<file path="src/sshcu_consts.vh">
// constants of the sensor head serial command unit
`ifndef SSHCU_CONSTS_VH
`define SSHCU_CONSTS_VH
`define SSHCU_ADR_CTRL 4'h0
`define SSHCU_ADR_STAT 4'h4
`define SSHCU_ADR_IRQS 4'h8
`define SSHCU_ADR_IRQM 4'hC
`define SSHCU_BAUD_115200 115200
`define SSHCU_BAUD_57600 57600
`define SSHCU_BAUD_38400 38400
`define SSHCU_BAUD_19200 19200
`define SSHCU_BAUD_9600 9600
`define SSHCU_BAUD_4800 4800
`define SSHCU_SEL_115200 3'h0
`define SSHCU_SEL_57600 3'h1
`define SSHCU_SEL_38400 3'h2
`define SSHCU_SEL_19200 3'h3
`define SSHCU_SEL_9600 3'h4
`define SSHCU_SEL_4800 3'h5
`define SSHCU_PAR_NONE 2'h0
`define SSHCU_PAR_EVEN 2'h1
`define SSHCU_PAR_ODD 2'h2
`define SSHCU_FRAME_BASE 4'hA
`define SSHCU_MSG_DEPTH 6
`define SSHCU_ASC_ACK 8'h06
`define SSHCU_ASC_NAK 8'h15
`define SSHCU_ASC_CR 8'h0D
`define SSHCU_ASC_D 8'h44
`define SSHCU_ASC_A 8'h41
`define SSHCU_ASC_E 8'h45
`define SSHCU_ASC_S 8'h53
`define SSHCU_ASC_ONE 8'h31
`define SSHCU_ERR_NOHEAD 8'h31
`define SSHCU_ERR_DISC 8'h32
`define SSHCU_ERR_IFACE 8'h36
`define SSHCU_ERR_FORMAT 8'h37
`define SSHCU_ERR_PARAM 8'h38
`define SSHCU_IRQ_CMD 0
`define SSHCU_IRQ_NAK 1
`define SSHCU_IRQ_RXERR 2
`endif

</file>
<file path="src/sshcu_top.v">
// serial command unit of a remote temperature output head
// How it works
// - link runs at 115200 to 4800 baud; reset selects 115200.
// - one or two stop bits, even, odd or no parity, set by software.
// - in command mode data goes out only in answer to a data command.
// - in auto mode with head present, data goes out on each change.
// - auto stop command enters command mode and answers ACK, else NAK code.
// - auto start command enters auto mode and answers ACK, else NAK code.
// - commands and codes are ASCII; control bytes are hex values.
// - code 1 when the transmission head gives no reply.
// - code 2 when the asked sensor input is not connected.
// - code 6 when a received character breaks the frame settings.
// - code 7 for a malformed command, code 8 for a bad parameter.
// - rts output high while a transmission head is in zone, else low.
`include "sshcu_consts.vh"
`default_nettype none
module sshcu_top #(
   parameter CH = 8,
   parameter CLK_HZ = 25000000,
   parameter DIV_4800 = CLK_HZ / `SSHCU_BAUD_4800
) (
   input wire clk_i,
   input wire rst_i,
   input wire [3:0] wb_adr_i,
   input wire [31:0] wb_dat_i,
   output reg [31:0] wb_dat_o,
   input wire [3:0] wb_sel_i,
   input wire wb_we_i,
   input wire wb_cyc_i,
   input wire wb_stb_i,
   output reg wb_ack_o,
   input wire rxd_i,
   output reg txd_o,
   input wire head_in_zone_i,
   output reg rts_o,
   input wire [CH*16-1:0] temp_i,
   input wire [CH-1:0] sensor_conn_i,
   output wire irq_o
);
   localparam DIV_115200 = CLK_HZ / `SSHCU_BAUD_115200;
   localparam DIV_57600 = CLK_HZ / `SSHCU_BAUD_57600;
   localparam DIV_38400 = CLK_HZ / `SSHCU_BAUD_38400;
   localparam DIV_19200 = CLK_HZ / `SSHCU_BAUD_19200;
   localparam DIV_9600 = CLK_HZ / `SSHCU_BAUD_9600;
   localparam [1:0] P_IDLE = 2'h0;
   localparam [1:0] P_A = 2'h1;
   localparam [1:0] P_D = 2'h2;

   reg [2:0] baud_sel_r;
   reg stop2_r;
   reg [1:0] par_r;
   reg [2:0] auto_ch_r;
   reg auto_r;
   reg [2:0] irq_stat_r;
   reg [2:0] irq_mask_r;
   reg [12:0] bit_div;
   wire par_en = (par_r == `SSHCU_PAR_EVEN) | (par_r == `SSHCU_PAR_ODD);
   wire par_odd = (par_r == `SSHCU_PAR_ODD);
   wire wb_req = wb_cyc_i & wb_stb_i;
   wire wb_wr = wb_req & wb_ack_o & wb_we_i;

   // bit period per baud select
   always @* begin
      case (baud_sel_r)
         `SSHCU_SEL_57600: bit_div = DIV_57600[12:0];
         `SSHCU_SEL_38400: bit_div = DIV_38400[12:0];
         `SSHCU_SEL_19200: bit_div = DIV_19200[12:0];
         `SSHCU_SEL_9600: bit_div = DIV_9600[12:0];
         `SSHCU_SEL_4800: bit_div = DIV_4800[12:0];
         default: bit_div = DIV_115200[12:0];
      endcase
   end

   // pin synchronisers: change taken once stages two and three agree
   reg rx_s1, rx_s2, rx_s3, rx_lvl;
   reg hd_s1, hd_s2, hd_s3, head_lvl;
   always @(posedge clk_i) begin
      if (rst_i) begin
         rx_s1 <= 1'b1;
         rx_s2 <= 1'b1;
         rx_s3 <= 1'b1;
         rx_lvl <= 1'b1;
         hd_s1 <= 1'b0;
         hd_s2 <= 1'b0;
         hd_s3 <= 1'b0;
         head_lvl <= 1'b0;
         rts_o <= 1'b0;
      end else begin
         rx_s1 <= rxd_i;
         rx_s2 <= rx_s1;
         rx_s3 <= rx_s2;
         if (rx_s2 == rx_s3)
            rx_lvl <= rx_s3;
         hd_s1 <= head_in_zone_i;
         hd_s2 <= hd_s1;
         hd_s3 <= hd_s2;
         if (hd_s2 == hd_s3)
            head_lvl <= hd_s3;
         rts_o <= head_lvl;
      end
   end

   // receiver
   reg rx_busy;
   reg [12:0] rx_cnt;
   reg [3:0] rx_bit;
   reg [7:0] rx_dat;
   reg rx_par;
   reg rx_done;
   reg rx_err;
   wire [3:0] rx_last = `SSHCU_FRAME_BASE - 4'h1 + {3'h0, par_en};
   always @(posedge clk_i) begin
      if (rst_i) begin
         rx_busy <= 1'b0;
         rx_cnt <= 13'h0000;
         rx_bit <= 4'h0;
         rx_dat <= 8'h00;
         rx_par <= 1'b0;
         rx_done <= 1'b0;
         rx_err <= 1'b0;
      end else begin
         rx_done <= 1'b0;
         if (!rx_busy) begin
            if (!rx_lvl) begin
               rx_busy <= 1'b1;
               rx_cnt <= bit_div >> 1;
               rx_bit <= 4'h0;
            end
         end else if (rx_cnt != 13'h0000) begin
            rx_cnt <= rx_cnt - 13'h0001;
         end else begin
            rx_cnt <= bit_div - 13'h0001;
            rx_bit <= rx_bit + 4'h1;
            if (rx_bit == 4'h0 && rx_lvl) begin
               rx_busy <= 1'b0;
            end else if (rx_bit != 4'h0 && rx_bit <= 4'h8) begin
               rx_dat <= {rx_lvl, rx_dat[7:1]};
            end else if (rx_bit != rx_last) begin
               rx_par <= rx_lvl;
            end else begin
               rx_busy <= 1'b0;
               rx_done <= 1'b1;
               rx_err <= ~rx_lvl | (par_en & (rx_par != (^rx_dat ^ par_odd)));
            end
         end
      end
   end

   // transmitter; stop bits and parity follow the frame settings
   reg [10:0] tx_sh;
   reg [3:0] tx_left;
   reg [12:0] tx_cnt;
   wire tx_busy = (tx_left != 4'h0);
   reg [7:0] msg_r [0:`SSHCU_MSG_DEPTH-1];
   reg [2:0] msg_len_r;
   reg [2:0] msg_idx_r;
   wire msg_pend = (msg_idx_r != msg_len_r);
   wire sending = msg_pend | tx_busy;
   wire [7:0] tx_byte = msg_r[msg_idx_r];
   wire tx_pbit = ^tx_byte ^ par_odd;
   always @(posedge clk_i) begin
      if (rst_i) begin
         tx_sh <= 11'h7FF;
         tx_left <= 4'h0;
         tx_cnt <= 13'h0000;
         txd_o <= 1'b1;
      end else if (!tx_busy) begin
         if (msg_pend) begin
            txd_o <= 1'b0;
            tx_sh <= {2'b11, par_en ? tx_pbit : 1'b1, tx_byte};
            tx_left <= `SSHCU_FRAME_BASE + {3'h0, par_en} + {3'h0, stop2_r};
            tx_cnt <= bit_div - 13'h0001;
         end
      end else if (tx_cnt != 13'h0000) begin
         tx_cnt <= tx_cnt - 13'h0001;
      end else begin
         tx_cnt <= bit_div - 13'h0001;
         tx_left <= tx_left - 4'h1;
         txd_o <= tx_sh[0];
         tx_sh <= {1'b1, tx_sh[10:1]};
      end
   end

   function [7:0] hex_asc;
      input [3:0] n;
      begin
         hex_asc = (n < 4'hA) ? (8'h30 + {4'h0, n}) : (8'h37 + {4'h0, n});
      end
   endfunction

   // command parser and answer builder
   reg [1:0] p_st;
   reg [15:0] last_r;
   reg ev_cmd, ev_nak;
   wire [7:0] ch_off = rx_dat - `SSHCU_ASC_ONE;
   wire ch_ok = (rx_dat >= `SSHCU_ASC_ONE) && (ch_off < CH);
   wire [2:0] rx_ch = ch_off[2:0];
   wire [15:0] rx_temp = temp_i[rx_ch*16 +: 16];
   wire [15:0] auto_temp = temp_i[auto_ch_r*16 +: 16];
   wire auto_go = auto_r & head_lvl & (auto_temp != last_r) & (p_st == P_IDLE);
   integer i;

   task put_ack;
      begin
         msg_r[0] <= `SSHCU_ASC_ACK;
         msg_len_r <= 3'h1;
         ev_cmd <= 1'b1;
      end
   endtask

   task put_nak;
      input [7:0] code;
      begin
         msg_r[0] <= `SSHCU_ASC_NAK;
         msg_r[1] <= code;
         msg_len_r <= 3'h2;
         ev_nak <= 1'b1;
      end
   endtask

   task put_data;
      input [2:0] ch;
      input [15:0] t;
      begin
         msg_r[0] <= `SSHCU_ASC_ONE + {5'h00, ch};
         msg_r[1] <= hex_asc(t[15:12]);
         msg_r[2] <= hex_asc(t[11:8]);
         msg_r[3] <= hex_asc(t[7:4]);
         msg_r[4] <= hex_asc(t[3:0]);
         msg_r[5] <= `SSHCU_ASC_CR;
         msg_len_r <= 3'h6;
      end
   endtask

   always @(posedge clk_i) begin
      if (rst_i) begin
         p_st <= P_IDLE;
         auto_r <= 1'b0;
         last_r <= 16'h0000;
         msg_len_r <= 3'h0;
         msg_idx_r <= 3'h0;
         ev_cmd <= 1'b0;
         ev_nak <= 1'b0;
         for (i = 0; i < `SSHCU_MSG_DEPTH; i = i + 1)
            msg_r[i] <= 8'h00;
      end else begin
         ev_cmd <= 1'b0;
         ev_nak <= 1'b0;
         if (!tx_busy && msg_pend)
            msg_idx_r <= msg_idx_r + 3'h1;
         if (!sending && rx_done) begin
            msg_idx_r <= 3'h0;
            msg_len_r <= 3'h0;
            p_st <= P_IDLE;
            if (rx_err) begin
               put_nak(`SSHCU_ERR_IFACE);
            end else begin
               case (p_st)
                  P_IDLE: begin
                     if (rx_dat == `SSHCU_ASC_D)
                        p_st <= P_D;
                     else if (rx_dat == `SSHCU_ASC_A)
                        p_st <= P_A;
                     else
                        put_nak(`SSHCU_ERR_FORMAT);
                  end
                  P_A: begin
                     if (rx_dat == `SSHCU_ASC_E) begin
                        auto_r <= 1'b0;
                        put_ack;
                     end else if (rx_dat == `SSHCU_ASC_S) begin
                        auto_r <= 1'b1;
                        last_r <= auto_temp;
                        put_ack;
                     end else begin
                        put_nak(`SSHCU_ERR_FORMAT);
                     end
                  end
                  P_D: begin
                     if (!ch_ok)
                        put_nak(`SSHCU_ERR_PARAM);
                     else if (!head_lvl)
                        put_nak(`SSHCU_ERR_NOHEAD);
                     else if (!sensor_conn_i[rx_ch])
                        put_nak(`SSHCU_ERR_DISC);
                     else begin
                        put_data(rx_ch, rx_temp);
                        ev_cmd <= 1'b1;
                     end
                  end
                  default: p_st <= P_IDLE;
               endcase
            end
         end else if (!sending && !rx_done && auto_go) begin
            msg_idx_r <= 3'h0;
            last_r <= auto_temp;
            put_data(auto_ch_r, auto_temp);
         end
      end
   end

   // register slave, one wait state, unmapped reads zero
   always @(posedge clk_i) begin
      if (rst_i) begin
         wb_ack_o <= 1'b0;
         wb_dat_o <= 32'h00000000;
         baud_sel_r <= `SSHCU_SEL_115200;
         stop2_r <= 1'b0;
         par_r <= `SSHCU_PAR_NONE;
         auto_ch_r <= 3'h0;
         irq_mask_r <= 3'h0;
         irq_stat_r <= 3'h0;
      end else begin
         wb_ack_o <= wb_req & ~wb_ack_o;
         wb_dat_o <= 32'h00000000;
         case (wb_adr_i)
            `SSHCU_ADR_CTRL:
               wb_dat_o <= {21'h000000, auto_ch_r, 2'h0, par_r, stop2_r, baud_sel_r};
            `SSHCU_ADR_STAT: wb_dat_o <= {29'h00000000, sending, head_lvl, auto_r};
            `SSHCU_ADR_IRQS: wb_dat_o <= {29'h00000000, irq_stat_r};
            `SSHCU_ADR_IRQM: wb_dat_o <= {29'h00000000, irq_mask_r};
            default: wb_dat_o <= 32'h00000000;
         endcase
         if (wb_wr && wb_adr_i == `SSHCU_ADR_CTRL && wb_sel_i[0]) begin
            baud_sel_r <= wb_dat_i[2:0];
            stop2_r <= wb_dat_i[3];
            par_r <= wb_dat_i[5:4];
         end
         if (wb_wr && wb_adr_i == `SSHCU_ADR_CTRL && wb_sel_i[1])
            auto_ch_r <= wb_dat_i[10:8];
         if (wb_wr && wb_adr_i == `SSHCU_ADR_IRQM && wb_sel_i[0])
            irq_mask_r <= wb_dat_i[2:0];
         // set wins over write-one clear
         irq_stat_r <= (irq_stat_r
            & ~((wb_wr && wb_adr_i == `SSHCU_ADR_IRQS && wb_sel_i[0]) ? wb_dat_i[2:0] : 3'h0))
            | {rx_done & rx_err, ev_nak, ev_cmd};
      end
   end

   assign irq_o = |(irq_stat_r & irq_mask_r);
endmodule
`default_nettype wire

</file>
<file path="config.mk">
export PLATFORM = sky130hd
export DESIGN_NAME = sshcu_top
export DESIGN_NICKNAME = d
export VERILOG_FILES = /design/src/sshcu_top.v
export VERILOG_INCLUDE_DIRS = /design/src
export SDC_FILE = /design/constraint.sdc
export NUM_CORES = 1
export LEC_CHECK = 0
export ABC_AREA = 1
export BUFFER_PORTS_ARGS = -buffer_cell sky130_fd_sc_hd__buf_4
export CELL_PAD_IN_SITES_DETAIL_PLACEMENT = 0
export CELL_PAD_IN_SITES_GLOBAL_PLACEMENT = 1
export CORE_UTILIZATION = 39
export DETAILED_ROUTE_END_ITERATION = 12
export PLACE_DENSITY = 0.9
export SYNTH_ARGS = -nofsm -noshare
export SYNTH_HDL_FRONTEND = slang
export SYNTH_SLANG_ARGS = --single-unit
</file>
<file path="constraint.sdc">
create_clock -name clk_i -period 4.3 [get_ports clk_i]
set_clock_uncertainty 0.2 [all_clocks]
set_input_delay 0.86 -clock clk_i [delete_from_list [all_inputs] [get_ports clk_i]]
set_output_delay 0.86 -clock clk_i [all_outputs]
set_load 0.02 [all_outputs]
</file>
Word level (Yosys, flattened, before mapping) --
Cells that the tools add are included.
Word-level totals: word-level logic and storage cells 292, register bits 190, output and inout bits 36, input bits 183
Cells by class: magnitude comparators 13, multiplexer cells 98, bitwise logic cells 28, equality and inequality tests 38, shift-type cells 2, add/sub/neg operators 28, reduce and logical (&&, ||, !) cells 44
Operators by type and width (count):
- $shiftx A128 B8 Y16 | 2
- $mux W32 | 5
- $mux W16 | 9
- $add A6 B4 Y7 const A | 16
- $mux W48 | 2
- $mux W13 | 6
- $pmux W13 S5 | 1
- $mux W7 | 8
- $pmux W16 S3 | 1
- $mux W15 | 3
- $pmux W11 S4 | 1
- $mux W8 | 5
- $sub A13 B1 Y13 const B | 3
- $mux W11 | 3
- $eq A8 B7 Y1 const B | 4
- $lt A4 B4 Y1 const B | 8
- $mux W1 | 28
- $reduce_bool A13 Y1 | 2
- $bmux W8 S3 | 1
- $mux W4 | 6
- $mux W3 | 7
- $ne A16 B16 Y1 | 1
- $ne A4 B4 Y1 const B | 4
- $reduce_xor A8 Y1 | 2
- 53 further kinds | 123

Depth between registers and ports, before layout --
Gate-level depths: netlist of run 1.
word-level depth 10, gate-level depth with buffers 23, mapped depth without buffers 18

Worst setup path before layout of run 1 --
Ideal clock, no wire load.
path type register -> register, start point register rx_dat[0], end point register msg_r[33] (netlist name), slack 984 ps, stages on the path, launching flop included 21, buffers on the path 5, period minus slack after synthesis 3316 ps, setup time 64 ps, data arrival time 3052 ps, required time 4036 ps, cell sequence dfxtp_1 > buf_2 > inv_1 > buf_2 > buf_2 > buf_1 > ha_1 > xnor2_4 > clkinv_1 > buf_4 > o21ai_0 > inv_1 > ha_1 > nand3b_1 > nand2_1 > nand2_1 > nand2_1 > nand2_1 > nand4_1 > nand2_1 > nor2_1
On the way: longest elaborated chain between the ends 10, elaborated cells between the ends (all ways) 26, those cells by class 3 x add/sub; 3 x order compare; 8 x eq/ne; 1 x shift; 9 x mux; 2 x reduce/logical
Ends and longest elaborated chain:
- start: declaration | line sshcu_top.v:107 | reg [7:0] rx_dat;
- start signal: assignment | line sshcu_top.v:137 | rx_dat <= {rx_lvl, rx_dat[7:1]};
- $sub A8 B6 Y8 (no source line)
- $shiftx A128 B8 Y16 | line sshcu_top.v:198 | wire [15:0] rx_temp = temp_i[rx_ch*16 +: 16];
- $add A6 B4 Y7 / $lt A4 B4 Y1 (equally long branches) | line sshcu_top.v:187 | hex_asc = (n < 4'hA) ? (8'h30 + {4'h0, n}) : (8'h37 + {4'h0, n});
- $mux W7 | line sshcu_top.v:187
- $mux W15 | line sshcu_top.v:284 | else if (!sensor_conn_i[rx_ch])
- $mux W15 | line sshcu_top.v:282 | else if (!head_lvl)
- $mux W15 | line sshcu_top.v:280 | if (!ch_ok)
- $pmux W16 S3 | line sshcu_top.v:258 | case (p_st)
- $mux W16 | line sshcu_top.v:255 | if (rx_err) begin
- $mux W48 | line sshcu_top.v:251 | if (!sending && rx_done) begin
- end signal: indexed assignment | line sshcu_top.v:245 | msg_r[i] <= 8'h00;
- end: declaration | line sshcu_top.v:154 | reg [7:0] msg_r [0:`SSHCU_MSG_DEPTH-1];
Parallel ways exist; a longest one is shown, timed or not. The select of a mux whose other input is x is not followed. A chain may end at the register's enable or synchronous reset.

Worst setup path after layout of run 1 --
start point register rx_dat[1], end point register msg_r[30] (netlist name)
On the way: longest elaborated chain between the ends 10, elaborated cells between the ends (all ways) 20, those cells by class 3 x add/sub; 3 x order compare; 2 x eq/ne; 1 x shift; 9 x mux; 2 x reduce/logical
Ends and longest elaborated chain (line):
- $sub A8 B6 Y8 (no source line)
- $shiftx A128 B8 Y16 | sshcu_top.v:198
- $add A6 B4 Y7 / $lt A4 B4 Y1 (equally long branches) | sshcu_top.v:187
- $mux W7 | sshcu_top.v:187
- $mux W32 | sshcu_top.v:284
- $mux W32 | sshcu_top.v:282
- $mux W32 | sshcu_top.v:280
- $mux W32 | sshcu_top.v:258
- $mux W32 | sshcu_top.v:255
- $mux W48 | sshcu_top.v:251
Parallel ways exist; a longest one is shown, timed or not. The select of a mux whose other input is x is not followed.

==> flow_summary.ini, run 1 <==
[layout]
layout_common_cells = nand2_1, inv_1, nor2_1
nNetsFinal = 2297
drive_gt1_frac = 0.1191
layout_commonest_cell = nand2_1
layout.cells.non_filler = 2475
area_growth_pct = 17.34
diodes = 0
post-route-util = 0.4699
final_design_area_no_fill_um2 = 13630

[placement]
place_area_um2 = 13010
dp_slack_ps = 830.1
dp_hpwl_um = 26630
dp.cells = 2444
gp_congestion = 0.8831
port_buffers = 170

[synthesis]
syn-cell-area_um2 = 11620
synth-seq-area-share = 0.2619
ys_types = 45
synth-edff-count = 0
synth_top_area_share = 0.2619
synthTopCellsByArea = dfxtp_1, nand2_1, o21ai_0, inv_1, nor2_1
synth_ff_type = dfxtp_1
ys_ff_latch = 152
ys_async_sr_fraction = 0
synth_top_cell_by_area = dfxtp_1
yosys_warnings = 0
synthCells = 1961
syn_avg_cell_area_um2 = 5.925

[timing]
rsz0062_at_grt = false
setup_ws_ps = 713.9
max_freq_mhz = 278.9
drv_slew = 0
holdWs_ps = 211.8
tns_ps = 0
period_share = 0.8340
min_period_ps = 3586
final_hold_viol_count = 0
worst_slew_pin_slew_ps = 922.9
setup_viol = 0
timing.slew.headroom = 0.3825

[setup_path]
path_max_fanout = 52
required_ps = 4400
critPathLaunchType = flop
critical_path_arrival_ps = 3680
worst-setup-path-type = flop to flop
critPathCaptureType = flop

[global_routing]
grt_pass1_vias = 11810
grt_pass1_wl_um = 59180
antenna_found_initial = 0
grt_start_max_net_pins = 99
overflow = 0
grtUsageTotal = 0.2374

[power_and_ir_drop]
finalPower_mw = 4.834
vdd_drop_max_v = 0.0003009
leakage_nw = 6.361
powerDensity_nw_per_um2 = 354.6

[clock_tree]
clkSinkCount = 152
cts_resized = 0
cts.path.max_buffers = 2
post_cts_buffers = 0
cts_tree = yes
root_buffer = clkbuf_16
clk_pin_slew_ps = 70
numCtsBuffers = 17
ctsHoldBuffers = 0
insertion_delay_ps = 430
htree_num_levels = 4

[run_status]
status = complete, no violations

[drt]
drtAntennaViolNets = 0
vias_per_cell = 5.194
drc = 0
route.vias.total = 12860
routed_wl_um = 36110
routedWlPerCell_um = 14.59
firstDrtPassIters = 6
first_iter_violations = 1000

[die]
die_w_um = 174.6
core.rowCount = 62
core-area_um2 = 29010
die_height_um = 174.6
die_area_um2 = 30490
start_util = 0.4005
io_pins = 219

[hold_path]
hold_class = flop to flop

[run]
maxCapViolations = 0
-- synth_stat cells (5+ instances only) --
master	instances
inv_2	8
dfxtp_1	152
o31ai_1	5
o22ai_1	6
buf_4	33
nand2_2	5
clkbuf_1	39
buf_2	37
nand2_1	499
nand3_1	155
clkinv_1	5
nand3b_1	16
or2_2	5
xnor2_1	10
nor3_1	28
a31oi_1	17
nand4_1	18
o211ai_1	33
ha_1	35
nor2_1	213
inv_1	248
o21ai_0	201
xor2_1	19
a21oi_1	132
-- final cells by class --
cell class | instances | area (µm²)
Clock buffer | 20 | 456.7
Clock inverter | 11 | 171.4
Fill cell | 3030 | 15380
Inverter | 261 | 979.7
Multi-Input combinational cell | 1454 | 7051
Sequential cell | 152 | 3045
Tap cell | 384 | 480.5
Timing Repair Buffer | 193 | 1449
-- worst max-delay path, cell delays in order, from the launching register on --
cell	delay (ps)
dfxtp_1	350
inv_1	120
ha_1	320
buf_4	480
a21oi_1	80
o21ai_0	100
o21ai_0	120
o21ai_0	690
ha_1	320
inv_1	50
nor2_1	120
o21ai_0	90
o21ai_0	90
nand3_1	140
nand2_1	90
a21oi_1	50
-- cells by family (layout without fill, tap and decap cells) --
group	Yosys count	count (layout)	synth area share
simple gates	947	947	0.3399
compound gates	419	419	0.1976
buf+inv	377	485	0.1384
flops	152	152	0.2619
fa+ha+maj	35	35	0.03769
xor+xnor	30	30	0.02423
other cells	1	23	0.0003228
-- where the power goes --
group,switching (mW),internal [mW]
clock,0.617,1.00
sequential,0.0773,1.53
combinational,1.01,0.600
total,1.70,3.13
-- final timing paths --
path / startpoint / endpoint / slack, ps / cells past startpoint
max: rx_dat[1] / msg_r[30] / 710 / 15
min: hd_s1 / hd_s2 / 210 / 2
max reg2reg: rx_dat[1] / msg_r[30] / 710 / 15
min reg2reg: hd_s1 / hd_s2 / 210 / 2
-- registers in the layout, indices dropped and copies added (netlist names), 4 cells and up --
signal and flops:
wb_dat_o 9, rx_dat 8, tx_cnt 13, tx_sh 9, rx_bit 4, last_r 16, msg_r 35, tx_left 4
rx_cnt 13
-- per-layer routing --
metal | share of wire | GRT usage | vias up | routed length [µm]
li1 | - | - | 6548 | -
met3 | 0.061 | 0.03895 | 37 | 2198
met4 | 0.014 | 0.05543 | 0 | 510
met1 | 0.46 | 0.3192 | 5865 | 16750
met5 | 0 | 0 | - | 0
met2 | 0.46 | 0.3958 | 405 | 16650
(Power assumes the default switching activity.)
==> inputs of run 2 (changes only) <==
--- a/config.mk
+++ b/config.mk
@@ -6,13 +6,13 @@
 export SDC_FILE = /design/constraint.sdc
 export NUM_CORES = 1
 export LEC_CHECK = 0
-export ABC_AREA = 1
+export ABC_AREA = 0
 export BUFFER_PORTS_ARGS = -buffer_cell sky130_fd_sc_hd__buf_4
 export CELL_PAD_IN_SITES_DETAIL_PLACEMENT = 0
 export CELL_PAD_IN_SITES_GLOBAL_PLACEMENT = 1
-export CORE_UTILIZATION = 39
+export CORE_UTILIZATION = 38
 export DETAILED_ROUTE_END_ITERATION = 12
-export PLACE_DENSITY = 0.9
+export PLACE_DENSITY = 0.85
 export SYNTH_ARGS = -nofsm -noshare
 export SYNTH_HDL_FRONTEND = slang
 export SYNTH_SLANG_ARGS = --single-unit
==> constraint.sdc (replaced) <==
create_clock -name clk_i -period 2.9 [get_ports clk_i]
set_clock_uncertainty 0.2 [all_clocks]
set_input_delay 0.58 -clock clk_i [delete_from_list [all_inputs] [get_ports clk_i]]
set_output_delay 0.58 -clock clk_i [all_outputs]
set_load 0.02 [all_outputs]
==> run 2 against run 1 <==
Against the previous run:
- via count shrank 16%
- routed wire length shrank 4.4%
- area after synthesis shrank 5.2%
- the run now ends with negative setup slack left
- combinational power grew 75%
- die area shrank 2.7%
- critical path depth shrank 4
- first-iteration DRC count shrank 31%
- hold slack lost 73 ps
- sequential power grew 44%
- sequential cell count is the same
- critical endpoint is now last_r[1]
- highest routed layer unchanged
- maximum frequency grew 14%
- worst setup slack lost 950 ps
==> flow_summary.ini, run 2 <==
[synthesis]
synthTopCellsByArea = dfxtp_1, mux4_2, mux2i_1, nor2_1, ha_1
yosys-top-cells-count = dfxtp_1, nor2_1, nand2_1, a21oi_1, mux2i_1
synth_compound_area_frac = 0.1755
synth-xor-area-share = 0.04681
synth-seq-area-share = 0.2763
ys_types = 86
syn-cell-area_um2 = 11010
synth_top_family_by_area = multiplexers
syn_avg_cell_area_um2 = 8.706
synth_most_common_cell = dfxtp_1
synthCells = 1265
synthAdderAreaFrac = 0.03976
ys_ff_latch = 152
yosys.area_share.simple = 0.1929
synth_ff_type = dfxtp_1
synth-edff-count = 0
synth_top_area_share = 0.2763
yosys_warnings = 0
synth_mux_area_frac = 0.2046
ys_async_sr_fraction = 0
synth_top_cell_by_area = dfxtp_1

[setup_path]
critical_path_arrival_ps = 3220
critPathCaptureType = flop
ff2ff_path_depth = 11
path_max_fanout = 12
critPathLaunchType = flop
rrSetupSlack_ps = -240
timing.rr.start = auto_ch_r[1]
required_ps = 2980
worst-setup-path-type = flop to flop
rr_endpoint = last_r[1]

[layout]
largest_reg_flops = 35
layout_common_cells = buf_4, dfxtp_1, nor2_1
layout_commonest_cell = buf_4
diodes = 0
final_design_area_no_fill_um2 = 15230
area_growth_pct = 38.33
reg.largest.list = msg_r (35), last_r (16)
post-route-util = 0.5409
top_register = msg_r
nNetsFinal = 1765
layout.cells.non_filler = 1938
drive_gt1_frac = 0.3763

[die]
die_height_um = 172.2
core.rowCount = 61
start_util = 0.3910
core-area_um2 = 28160
die_area_um2 = 29670
io_pins = 219
die_w_um = 172.2

[power_and_ir_drop]
powerDensity_nw_per_um2 = 493.4
finalPower_mw = 7.517
vdd_drop_max_v = 0.0004916
leakage_nw = 6.212

[drt]
vias_per_cell = 5.566
drc = 0
first_iter_violations = 695
routed_wl_um = 34500
firstDrtPassIters = 5
routedWlPerCell_um = 17.80
drtAntennaViolNets = 0
route.vias.total = 10790

[clock_tree]
ctsHoldBuffers = 0
cts.path.max_buffers = 2
root_buffer = clkbuf_16
htree_num_levels = 4
clk_pin_slew_ps = 70
clkSinkCount = 152
cts_tree = yes
numCtsBuffers = 17
insertion_delay_ps = 420

[placement]
port_buffers = 170
gp_congestion = 0.9046
place_area_um2 = 13980
dp.cells = 1893
dp_slack_ps = -438.4
dp_hpwl_um = 26340

[timing]
holdWs_ps = 138.4
max_freq_mhz = 318.6
rsz0062_at_grt = true
timing.slew.headroom = 0.4329
setup_ws_ps = -238.9
worst_slew_pin_slew_ps = 849.5
drv_slew = 0
min_period_ps = 3139
final_hold_viol_count = 0
setup_viol = 63
tns_ps = -7722
period_share = 1.082

[global_routing]
grt_pass1_vias = 10540
grt_pass1_wl_um = 54340
antenna_found_initial = 0
overflow = 0
grtUsageTotal = 0.2355
grt_start_max_net_pins = 126

[run]
maxCapViolations = 0

[run_status]
status = finished, violations left
violations = negative setup slack

[hold_path]
hold_class = input pin to flop
holdPathStages = 2
min-delay-start = rxd_i
min_to = rx_s1
==> run 2: per-layer routing <==
metal	vias up	track usage	wire (µm)
li1	5201	-	-
met1	5137	0.2862	14680
met2	398	0.4148	16930
met3	51	0.03342	1707
met4	0	0.09735	1182
met5	-	0	0
==> run 2: layout make-up <==
cell class / count / area [µm²]
sequential: 152 / 3057
fill: 2540 / 12930
inverter: 34 / 135.1
tap: 378 / 473.0
clock inverter: 15 / 203.9
timing repair buffer: 351 / 2943
clock buffer: 17 / 425.4
multi-input combinational: 991 / 7998
==> run 2: worst max-delay path by stage <==
stage	end	slack [ps]	startpoint	cells after the start
final	last_r[1]	-240	auto_ch_r[1]	11
after global placement	msg_r[16]	-440	temp_i[100]	11
after global routing	last_r[4]	-300	auto_ch_r[0]	11
after CTS	msg_r[32]	-210	auto_ch_r[1]	9
after floorplan	msg_r[34]	-320	rx_dat[0]	15
after detailed placement	last_r[2]	-440	temp_i[116]	11
==> run 2: repair_timing <==
action,in CTS,in global routing
endpoints found under the setup margin,83,84
buffers inserted,11,2
pin swaps,31,25
gates cloned,1,2
resized for setup,47,67
==> run 2: worst max-delay path, cell delays in order, from the launching register on <==
cell,delay [ps]
dfxtp_4,430
buf_12,170
buf_6,110
mux4_2,520
mux2i_4,200
xnor2_2,110
nor2_2,140
nand4b_4,190
o31a_1,410
buf_6,200
nor3_2,200
a211oi_1,80
==> run 2: logic make-up (layout without fill, tap and decap cells) <==
logic type      Yosys count  count (layout)
xor+xnor                 58              58
mux                     145             145
fa+ha+maj                35              35
other cells               1              23
simple gates            434             434
buf+inv                 144             417
flops                   152             152
compound gates          296             296
==> run 2: power by group <==
| part | internal, mW | total, mW | switching [mW] |
|---|---|---|---|
| clock network | 1.44 | 2.39 | 0.945 |
| registers | 2.22 | 2.32 | 0.0985 |
| logic | 1.37 | 2.81 | 1.45 |
